[src/logic/ipc_pkg.sv]
package ipc_pkg;
    // ===========================================================
    // bus register map (byte addresses)
    localparam logic [7:0] A_CTRL   = 8'h00;
    localparam logic [7:0] A_STATUS = 8'h04;
    localparam logic [7:0] A_IRQ_ST = 8'h08;
    localparam logic [7:0] A_IRQ_EN = 8'h0C;
    localparam logic [7:0] A_IRQ_CL = 8'h10;
    localparam logic [7:0] A_DEL    = 8'h14;
    localparam logic [7:0] A_MKEY   = 8'h20;
    localparam logic [7:0] A_WKEY   = 8'h40;
    localparam int         KEY_WRDS = 8;
    // ===========================================================
    // field positions
    localparam int CTRL_KDF_BIT  = 0;
    localparam int IRQ_TEST_DONE = 0;
    localparam int IRQ_TEST_FAIL = 1;
    localparam int IRQ_ECC_FATAL = 2;
    localparam int IRQ_DEL_DONE  = 3;
    localparam int IRQ_W         = 4;
    // ===========================================================
    // counts and reset values
    localparam int             NUM_CHECKS = 5;
    localparam int             ENTRY_WRDS = 8;
    localparam logic [31:0]    WORD_RST   = 32'h0000_0000;
    localparam logic [IRQ_W-1:0] IRQ_RST  = 4'h0;
    localparam logic [2:0]     ERR_NONE   = 3'h0;

    typedef enum logic [4:0] {
        ST_INIT  = 5'b0_0001,
        ST_TEST  = 5'b0_0010,
        ST_READY = 5'b0_0100,
        ST_FAIL  = 5'b0_1000,
        ST_HARD  = 5'b1_0000
    } ipc_state_e;

    typedef struct packed {
        logic       valid;
        logic       crypto_en;
        logic       sa_valid;
        logic [1:0] proto;
    } ipc_meta_s;

    typedef struct packed {
        logic valid;
        logic crypto;
        logic flag;
    } ipc_dec_s;

    typedef struct packed {
        logic [255:0] master_key;
        logic [255:0] wrap_key;
    } ipc_keys_s;

    typedef struct packed {
        logic        valid;
        logic [15:0] addr;
        logic [31:0] data;
    } ipc_dbw_s;
endpackage

[src/logic/ipc_ctrl.sv]
// The register offsets and register access over Wishbone were left to the implementer.
`timescale 1ns/1ps
// Contract
// - key registers are write-only; reads of key words return zero
// - no key generation; keys come only from software or derivation
// - tunnel keys derived by CMAC counter KDF keyed by 256-bit master
// - master and wrap keys loaded by register write, never output
// - association keys reach the database only in wrapped form
// - reset clears every secret and state to zero and defaults
// - no independent soft reset; only system reset restarts engine
// - association delete writes zero to every word of the entry
// - self-test failure gives error code and a dead error state
// - after self-test failure no traffic, requests acked unprocessed; interrupt enable and clear writes still take effect
// - five known-answer checks run at init; no service until pass
// - each packet's metadata picks crypto or bypass exclusively
// - receive bypass writes crypto status zero
// - transmit result drop is 0 on success, 1 on soft error
// - transmit bypass writes drop zero
// - ECC failure raises fatal interrupt, hard error, frozen outputs
// - receive side derives tunnel key from tunnel master key
module ipc_ctrl (
    input  wire logic              ref_clk_in,
    input  wire logic              reset_in,
    input  wire logic              wb_cyc_in,
    input  wire logic              wb_stb_in,
    input  wire logic              wb_we_in,
    input  wire logic [7:0]        wb_adr_in,
    input  wire logic [3:0]        wb_sel_in,
    input  wire logic [31:0]       wb_dat_in,
    output logic      [31:0]       wb_dat_out,
    output logic                   wb_ack_out,
    output logic                   irq_out,
    output logic                   hard_err_out,
    output logic                   kat_start_out,
    output logic      [2:0]        kat_sel_out,
    input  wire logic              kat_done_in,
    input  wire logic              kat_pass_in,
    output logic                   kdf_start_out,
    output ipc_pkg::ipc_keys_s     dp_keys_out,
    input  wire ipc_pkg::ipc_meta_s rx_meta_in,
    output ipc_pkg::ipc_dec_s      rx_dec_out,
    input  wire ipc_pkg::ipc_meta_s tx_meta_in,
    output ipc_pkg::ipc_dec_s      tx_dec_out,
    input  wire logic              tx_done_in,
    input  wire logic              tx_soft_err_in,
    output ipc_pkg::ipc_dec_s      tx_res_out,
    input  wire logic [1:0]        ecc_err_in,
    input  wire ipc_pkg::ipc_dbw_s wrap_wr_in,
    output logic                   wrap_ready_out,
    output ipc_pkg::ipc_dbw_s      db_wr_out
);
    // ===========================================================
    // helpers
    function automatic logic [31:0] merge(input logic [31:0] old,
                                          input logic [31:0] nw,
                                          input logic [3:0]  sel);
        logic [31:0] r;
        r = old;
        for (int b = 0; b < 4; b++) begin
            if (sel[b]) begin
                r[b*8 +: 8] = nw[b*8 +: 8];
            end
        end
        return r;
    endfunction

    function automatic logic meta_ok(input ipc_pkg::ipc_meta_s m);
        return m.crypto_en && m.sa_valid && (m.proto != 2'b00);
    endfunction

    // ===========================================================
    // state
    ipc_pkg::ipc_state_e state_ff, nxt_state;
    logic [31:0]         mkey_ff [ipc_pkg::KEY_WRDS];
    logic [31:0]         wkey_ff [ipc_pkg::KEY_WRDS];
    logic [ipc_pkg::IRQ_W-1:0] ist_ff, ien_ff;
    logic [2:0]          chk_ff, err_ff;
    logic                kat_wait_ff;
    logic                del_busy_ff;
    logic [2:0]          del_cnt_ff;
    logic [15:0]         del_base_ff;

    // ===========================================================
    // bus decode
    wire         req     = wb_cyc_in && wb_stb_in && !wb_ack_out;
    wire         wr      = req && wb_we_in;
    wire         live    = (state_ff == ipc_pkg::ST_READY);
    wire         wr_ok   = wr && live;
    wire [2:0]   kidx    = wb_adr_in[4:2];
    wire         hit_mk  = wb_adr_in[7:5] == ipc_pkg::A_MKEY[7:5];
    wire         hit_wk  = wb_adr_in[7:5] == ipc_pkg::A_WKEY[7:5];
    wire         w_ctrl  = wr_ok && wb_adr_in == ipc_pkg::A_CTRL;
    wire         w_en    = wr && wb_adr_in == ipc_pkg::A_IRQ_EN;
    wire         w_clr   = wr && wb_adr_in == ipc_pkg::A_IRQ_CL;
    wire         w_del   = wr_ok && wb_adr_in == ipc_pkg::A_DEL
                           && !del_busy_ff;
    wire [3:0]   clr_bits = w_clr ? wb_dat_in[3:0] : 4'h0;
    wire         ecc_hit = |ecc_err_in;

    // key words and write-only regions read back as zero
    logic [31:0] rd_word;
    always_comb begin
        rd_word = ipc_pkg::WORD_RST;
        case (wb_adr_in)
            ipc_pkg::A_STATUS: rd_word = {24'h0, err_ff, state_ff};
            ipc_pkg::A_IRQ_ST: rd_word = {28'h0, ist_ff};
            ipc_pkg::A_IRQ_EN: rd_word = {28'h0, ien_ff};
            ipc_pkg::A_DEL:    rd_word = {31'h0, del_busy_ff};
            default:           rd_word = ipc_pkg::WORD_RST;
        endcase
    end

    always_ff @(posedge ref_clk_in) begin
        if (reset_in) begin
            wb_ack_out <= 1'b0;
            wb_dat_out <= ipc_pkg::WORD_RST;
        end else begin
            // requests in every state are answered; outside ready
            // only interrupt enable and clear writes have effect
            wb_ack_out <= req;
            wb_dat_out <= (req && !wb_we_in) ? rd_word
                                             : ipc_pkg::WORD_RST;
        end
    end

    // ===========================================================
    // key registers: written by software only, zeroed by reset
    always_ff @(posedge ref_clk_in) begin
        if (reset_in) begin
            for (int i = 0; i < ipc_pkg::KEY_WRDS; i++) begin
                mkey_ff[i] <= ipc_pkg::WORD_RST;
                wkey_ff[i] <= ipc_pkg::WORD_RST;
            end
        end else if (wr_ok) begin
            if (hit_mk) begin
                mkey_ff[kidx] <= merge(mkey_ff[kidx], wb_dat_in,
                                       wb_sel_in);
            end
            if (hit_wk) begin
                wkey_ff[kidx] <= merge(wkey_ff[kidx], wb_dat_in,
                                       wb_sel_in);
            end
        end
    end

    // keys go only to the internal cores, and only when in service
    ipc_pkg::ipc_keys_s keys_w;
    always_comb begin
        keys_w = '0;
        for (int i = 0; i < ipc_pkg::KEY_WRDS; i++) begin
            keys_w.master_key[i*32 +: 32] = live ? mkey_ff[i] : '0;
            keys_w.wrap_key[i*32 +: 32]   = live ? wkey_ff[i] : '0;
        end
    end

    // ===========================================================
    // self-test sequencer and engine state
    wire kat_end  = kat_wait_ff && kat_done_in;
    wire kat_bad  = kat_end && !kat_pass_in;
    wire last_chk = chk_ff == 3'(ipc_pkg::NUM_CHECKS - 1);

    always_comb begin
        nxt_state = state_ff;
        case (state_ff)
            ipc_pkg::ST_INIT:  nxt_state = ipc_pkg::ST_TEST;
            ipc_pkg::ST_TEST: begin
                if (kat_bad) begin
                    nxt_state = ipc_pkg::ST_FAIL;
                end else if (kat_end && last_chk) begin
                    nxt_state = ipc_pkg::ST_READY;
                end
            end
            ipc_pkg::ST_READY: nxt_state = ipc_pkg::ST_READY;
            ipc_pkg::ST_FAIL:  nxt_state = ipc_pkg::ST_FAIL;
            ipc_pkg::ST_HARD:  nxt_state = ipc_pkg::ST_HARD;
            default:           nxt_state = ipc_pkg::ST_FAIL;
        endcase
        if (ecc_hit) begin
            nxt_state = ipc_pkg::ST_HARD;
        end
    end

    always_ff @(posedge ref_clk_in) begin
        if (reset_in) begin
            // only system reset leaves HARD; FAIL is left by system reset or by an ECC error
            state_ff    <= ipc_pkg::ST_INIT;
            chk_ff      <= 3'h0;
            err_ff      <= ipc_pkg::ERR_NONE;
            kat_wait_ff <= 1'b0;
            kat_start_out <= 1'b0;
            kat_sel_out <= 3'h0;
        end else begin
            state_ff      <= nxt_state;
            kat_start_out <= 1'b0;
            if (state_ff == ipc_pkg::ST_INIT ||
                (kat_end && !kat_bad && !last_chk)) begin
                kat_start_out <= 1'b1;
                kat_sel_out   <= state_ff == ipc_pkg::ST_INIT ? 3'h0
                                 : chk_ff + 3'h1;
                chk_ff        <= state_ff == ipc_pkg::ST_INIT ? 3'h0
                                 : chk_ff + 3'h1;
                kat_wait_ff   <= 1'b1;
            end else if (kat_end) begin
                kat_wait_ff <= 1'b0;
            end
            if (kat_bad) begin
                err_ff <= chk_ff + 3'h1;
            end
        end
    end

    // ===========================================================
    // derivation trigger and interrupts
    always_ff @(posedge ref_clk_in) begin
        if (reset_in) begin
            kdf_start_out <= 1'b0;
            dp_keys_out   <= '0;
            ist_ff        <= ipc_pkg::IRQ_RST;
            ien_ff        <= ipc_pkg::IRQ_RST;
            irq_out       <= 1'b0;
            hard_err_out  <= 1'b0;
        end else begin
            // master key drives the CMAC counter KDF
            kdf_start_out <= w_ctrl && wb_dat_in[ipc_pkg::CTRL_KDF_BIT];
            dp_keys_out   <= keys_w;
            if (w_en) begin
                ien_ff <= wb_dat_in[3:0];
            end
            // set wins over a clear in the same cycle
            ist_ff <= (ist_ff & ~clr_bits)
                | {del_busy_ff && del_cnt_ff == 3'(ipc_pkg::ENTRY_WRDS-1),
                   ecc_hit, kat_bad, kat_end && last_chk && !kat_bad};
            irq_out      <= |(ist_ff & ien_ff);
            hard_err_out <= nxt_state == ipc_pkg::ST_HARD;
        end
    end

    // ===========================================================
    // per-packet crypto / bypass choice
    wire rx_go = live && !ecc_hit && rx_meta_in.valid;
    wire tx_go = live && !ecc_hit && tx_meta_in.valid;

    always_ff @(posedge ref_clk_in) begin
        if (reset_in) begin
            rx_dec_out <= '0;
            tx_dec_out <= '0;
            tx_res_out <= '0;
        end else if (!(state_ff == ipc_pkg::ST_HARD)) begin
            rx_dec_out.valid  <= rx_go;
            rx_dec_out.crypto <= rx_go && meta_ok(rx_meta_in);
            rx_dec_out.flag   <= rx_go && meta_ok(rx_meta_in);
            tx_dec_out.valid  <= tx_go;
            tx_dec_out.crypto <= tx_go && meta_ok(tx_meta_in);
            tx_dec_out.flag   <= 1'b0;
            tx_res_out.valid  <= live && !ecc_hit && tx_done_in;
            tx_res_out.crypto <= 1'b1;
            tx_res_out.flag   <= tx_done_in && tx_soft_err_in;
        end else begin
            rx_dec_out.valid <= 1'b0;
            tx_dec_out.valid <= 1'b0;
            tx_res_out.valid <= 1'b0;
        end
    end

    // ===========================================================
    // association database writes: zero fill or wrapped keys only
    wire del_last = del_cnt_ff == 3'(ipc_pkg::ENTRY_WRDS - 1);
    wire nxt_del  = w_del || (del_busy_ff && !del_last);
    wire wrap_acc = wrap_wr_in.valid && wrap_ready_out;

    always_ff @(posedge ref_clk_in) begin
        if (reset_in) begin
            del_busy_ff    <= 1'b0;
            del_cnt_ff     <= 3'h0;
            del_base_ff    <= 16'h0000;
            wrap_ready_out <= 1'b0;
            db_wr_out      <= '0;
        end else begin
            del_busy_ff    <= nxt_del && !ecc_hit;
            wrap_ready_out <= live && !ecc_hit && !nxt_del;
            if (w_del) begin
                del_base_ff <= wb_dat_in[15:0];
                del_cnt_ff  <= 3'h0;
            end else if (del_busy_ff) begin
                del_cnt_ff <= del_cnt_ff + 3'h1;
            end
            db_wr_out.valid <= !ecc_hit && (del_busy_ff || wrap_acc);
            db_wr_out.addr  <= del_busy_ff
                               ? del_base_ff + {13'h0, del_cnt_ff}
                               : wrap_wr_in.addr;
            db_wr_out.data  <= del_busy_ff ? ipc_pkg::WORD_RST
                               : wrap_wr_in.data;
        end
    end
endmodule

[config.mk]
export PLATFORM = sky130hd
export DESIGN_NAME = ipc_ctrl
export DESIGN_NICKNAME = d
export VERILOG_FILES = /design/src/logic/ipc_pkg.sv /design/src/logic/ipc_ctrl.sv
export SDC_FILE = /design/constraint.sdc
export NUM_CORES = 1
export LEC_CHECK = 0
export BUFFER_PORTS_ARGS = -buffer_cell sky130_fd_sc_hd__buf_2
export CAP_MARGIN = 30
export CORE_UTILIZATION = 35
export DETAILED_ROUTE_END_ITERATION = 6
export GPL_TIMING_DRIVEN = 0
export HOLD_SLACK_MARGIN = 0.06
export PLACE_DENSITY_LB_ADDON = 0.25
export RECOVER_POWER = 100
export REMOVE_ABC_BUFFERS = 1
export SLEW_MARGIN = 20
export SYNTH_ARGS = -nofsm -noshare
export SYNTH_HDL_FRONTEND = slang
export SYNTH_SLANG_ARGS = --single-unit
[constraint.sdc]
create_clock -name ref_clk_in -period 4.7 [get_ports ref_clk_in]
set_input_delay 0.705 -clock ref_clk_in [delete_from_list [all_inputs] [get_ports ref_clk_in]]
set_output_delay 0.705 -clock ref_clk_in [all_outputs]
set_load 0.03 [all_outputs]
# After elaboration in Yosys (flattened, before gate mapping)
# Memories as Yosys holds them, arrays and structs flattened. A register that Yosys moved wholly into a read port is not among the register bits.
# Cells that the tools add are included.
# Widths: inputs -> output; s select.
# word_totals
mem_count	2
ramBits	512
output_inout_bits	611
input_bits	114
register_bits	134
wordCells	185
# mem_list
name	depth	word_bits	read_ports	rd_ports_with_merged_regs	write_ports	line_no	text
mkey_ff	8	32	8	8	8	ipc_ctrl.sv:74	logic [31:0] mkey_ff [ipc_pkg::KEY_WRDS];
wkey_ff	8	32	8	8	8	ipc_ctrl.sv:75	logic [31:0] wkey_ff [ipc_pkg::KEY_WRDS];
# classes
n_mux	59
add_sub_neg	3
n_bitwise	6
n_reduce_logical	67
n_eq_ne	22
# ops
op	n
$mux 8	32
$mux 32	2
$reduce_or 32->1	2
$logic_and 1x1->1	34
$ne 4x4->1 const B	8
$pmux 8 s4	1
$pmux 5 s4	1
$add 16x3->16	1
$eq 8x4->1 const B	2
$eq 8x5->1 const B	2
$mux 16	1
$reduce_and 2->1	8
$mux 5	3
$mux 1	13
$mux 4	3
$reduce_or 2->1	6
$eq 5x5->1 const B	2
$logic_not 1->1	9
$mux 3	3
$and 4x4->4	2
$eq 8x3->1 const B	1
$logic_not 8->1	1
$add 3x1->3 const B	2
$eq 3x3->1 const B	2
other kinds (11)	16

# Logic depth before layout (Yosys ltp)
# depth
word_depth	10
ltp_mapped	7
depth_no_buf	6

# Least setup slack after synthesis
# No wires, ideal clock.
# synth_path
path_type	input to register
start	in wb_cyc_in
end	mem mkey_ff[1][0] (enable)
t_required_ps	4371
setup_slack_ps	2017
t_arrival_ps	2354
setup_ps	329
path_stages	6
n_path_buf	2
path_cell_list	and4b_1 > clkbuf_1 > nand2_1 > buf_2 > nor3_4 > or2_1
# synth_rtl
item	line_no	text
start, declared	ipc_ctrl.sv:24	input wire logic wb_cyc_in,
end, declared	ipc_ctrl.sv:74	

==> results.md <==
* Port Buffers at 699
* Final setup violation count at 0
* Starting Density at 35.33%
* Placer Congestion at 0.7704
* Final Hold Fails at 0
* Cells after DPL at 4,801
* CTS tree: yes
* Clock Latency Late Sink at 690 ps
* Post-cts resize count at 0
* Layout cells sized above 1 at 9.381%
* Pins Over Slew Limit at 33
* Final wirelength at 104,100 microns
* Total die area at 0.1112 sq mm
* Yosys top cell area share at 39.98%
* Finished Core Util at 42.39%
* Max Cap Violations at 1
* Antenna Nets Post-Route at 0
* Crit path from: state_ff[1]
* Largest vdd supply drop at 0.2996 mV
* Status: finished with violations
* Last element of the critical path: wkey_ff[6][11]
* Fillers at 10,330
* Tcrit/Tclk final at 83.47%
* Worst reg-to-reg setup slack at 780 ps
* Overflow after GRT at 0
* Startpoint types: register
* Setup Skew at 24.70 ps
* Unrepaired setup endpoints after global routing: false
* Top-level I/O count at 725
* Clock root buffer master: clkbuf_16
* Worst Path Class, Setup: reg2reg
* Via count at 22,060
* EDFF count, synth at 512
* R2R Path End: wkey_ff[6][11]
* Core area at 0.1089 sq mm
* Mapped Cells at 2,790
* Worst path arrival time at 4240 ps
* Post-synth ARST share at 0%
* Leak at 16.90 nW
* Worst Hold Class: in2reg
* Minimum clock period at 3923 ps
* Crit. End Element: register
* Violated checks: max-capacitance violations, max-slew violations
* Antenna violations before repair at 20
* H-tree depth at 3
* Number of distinct library cells after synthesis at 54
* First-pass GRT wire length at 146,400 microns
* Rows at 121
* Die X at 333.5 microns
* Nets at 3,627
* Hold buffers post-CTS at 0
* CTS Buffer Depth at 3
* Synthesized flop and latch total at 1,134
* Gr usage total at 18.32%
* Clk slew on worst S/H paths at 60 ps
* Ranking of synthesized cells by area: edfxtp_1 (40%), dfxtp_1 (32%), and2_1 (17%)
* Post-synthesis average cell area at 13.79 sq um
* Worst r2r src: state_ff[1]
* Pwr/cell area at 438.0 mW/mm^2
* Starting DRC count in detailed routing at 1,165
* Number of remaining DRC errors at 0
* Drt first pass iters at 4
* Slew HR at -16.03%
* Hold Slack at 205.0 ps
* Post-route cell area at 0.04614 sq mm
* Clk sink count at 1,134
* Die height at 333.5 microns
* Fmax at 0.2549 GHz
* Crit-path max FO at 20
* Critical Path RT at 5020 ps
* Drt wl/cell at 20.70 microns
* Ys flop type: dfxtp_1
* R2R depth at 6
* Worst-margin pin slew at 1734 ps
* Post-CTS Setup Repair Bufs at 0
* Total power at 20.21 mW
* Routed vias/inst at 4.389
* Area growth from synthesis to layout at 19.97%
* Synthesized area at 0.03846 sq mm
* Ys Warns at 0
* Largest net degree at the start of global routing at 90
* Vias in the first global route at 21,400
* Largest area contributor in the netlist: edfxtp_1
* Hpwl dp at 71,900 microns
* Sequential area share after synthesis at 72.35%
* Cell Area, Placed at 0.04375 sq mm
* Total CTS buffers at 115
* Layout Cells excl Fill at 5,026
==> kinds of logic after synthesis <==
group / Yosys count / share of synthesized area (%)
mux: 14 / 0.3806
fa+ha+maj: 8 / 0.2798
buf+inv: 167 / 2.036
flops: 1134 / 72.35
xor+xnor: 14 / 0.3188
compound gates: 92 / 1.474
simple gates: 1360 / 23.15
other cells: 1 / 0.009750
==> power by group <==
part | switching, mW | total [mW] | leakage [nW] | internal, mW
Combinational | 0.391 | 0.483 | 4.71 | 0.0920
Sequential | 0.0409 | 10.5 | 10.3 | 10.5
Clock | 3.78 | 9.23 | 1.88 | 5.45
Total | 4.21 | 20.2 | 16.9 | 16.0
==> state kept, by name, indices dropped and copies added (netlist names), 2 cells and up <==
| name | cells |
|---|---|
| tx_dec_out | 2 |
| dp_keys_out | 512 |
| mkey_ff | 256 |
| rx_dec_out | 2 |
| err_ff | 3 |
| tx_res_out | 3 |
| del_cnt_ff | 3 |
| del_base_ff | 16 |
| wkey_ff | 256 |
| chk_ff | 3 |
| wb_dat_out | 8 |
| db_wr_out | 49 |
| ien_ff | 4 |
| ist_ff | 4 |
| state_ff | 5 |
==> area by class of cell <==
| cell class | count | area [sq um] | share of cell area [%] |
|---|---|---|---|
| antenna | 9 | 22.52 | 0.04881 |
| multi-input combinational | 1513 | 9271 | 20.09 |
| timing repair buffer | 738 | 3379 | 7.324 |
| tap | 1414 | 1769 | 3.834 |
| sequential | 1134 | 27830 | 60.31 |
| clock inverter | 46 | 493.0 | 1.068 |
| clock buffer | 169 | 3369 | 7.302 |
| inverter | 3 | 11.26 | 0.02440 |
==> synthesized netlist by cell type (3+ instances only) <==
cell type and n:
nand2b_1 5, a311oi_1 5, or2_1 4, nor2_1 47, inv_1 3, buf_6 6, and2_1 1061, buf_2 5
a21oi_1 32, dfxtp_1 622, a211oi_1 11, nand4_1 5, o21ai_0 24, nor4_1 4, nor3_1 9, and3_1 6
or3_1 3, buf_4 28, or4_1 5, or2_2 61, nand3_1 24, xnor2_1 12, nor3_2 6, mux2i_1 9
a22oi_1 5, nor2b_1 5, edfxtp_1 512, nand2_1 43, mux2_2 5, ha_1 7, nor3_4 59, clkbuf_1 124
==> layout by cell type (no fill, tap or decap), types with 47 or more instances in the layout <==
master | netlist | final
and2_1 | 1061 | 468
dfxtp_1 | 622 | 622
or2_0 | 0 | 53
clkbuf_16 | 0 | 122
buf_2 | 5 | 112
edfxtp_1 | 512 | 512
nor2_1 | 47 | 47
and2_0 | 0 | 593
nor3_1 | 9 | 73
clkbuf_1 | 124 | 624
==> through the flow <==
| step | worst slack, ps | setup TNS, ps |
|---|---|---|
| floorplan | -5963 | -3053130 |
| global route | 527.0 | 0 |
| CTS | 1247 | 0 |
| detailed placement | 974.5 | 0 |
| finish | 777.0 | 0 |
| global placement | -17300 | - |
==> per-layer routing <==
metal / part of all wire (%) / up-vias / wire length, microns / global-route usage (%)
li1: - / 10630 / - / -
met1: 41 / 10540 / 42530 / 22.33
met2: 49 / 677 / 50850 / 31.26
met3: 5.8 / 208 / 6021 / 3.361
met4: 4.4 / 10 / 4592 / 8.609
met5: 0.056 / - / 58 / 0
==> worst min-delay path by stage <==
stage / from / end / slack [ps] / depth (start not counted)
floorplan: wkey_ff[0][0] / dp_keys_out[0] / 420 / 1
global placement: mkey_ff[2][1] / dp_keys_out[321] / 420 / 1
detailed placement: wkey_ff[4][13] / dp_keys_out[141] / 420 / 1
CTS: wrap_wr_in[2] / db_wr_out[2] / 140 / 2
global route: wrap_wr_in[24] / db_wr_out[24] / 160 / 2
finish: wrap_wr_in[2] / db_wr_out[2] / 200 / 2
==> critical path, cell delays in order, from the launching register on <==
cell,delay (ps)
dfxtp_1,370
or4b_1,720
or3_1,710
buf_12,300
buf_16,170
nor3_1,710
or2_0,530
No activity file was read; power rests on OpenSTA's default activity.
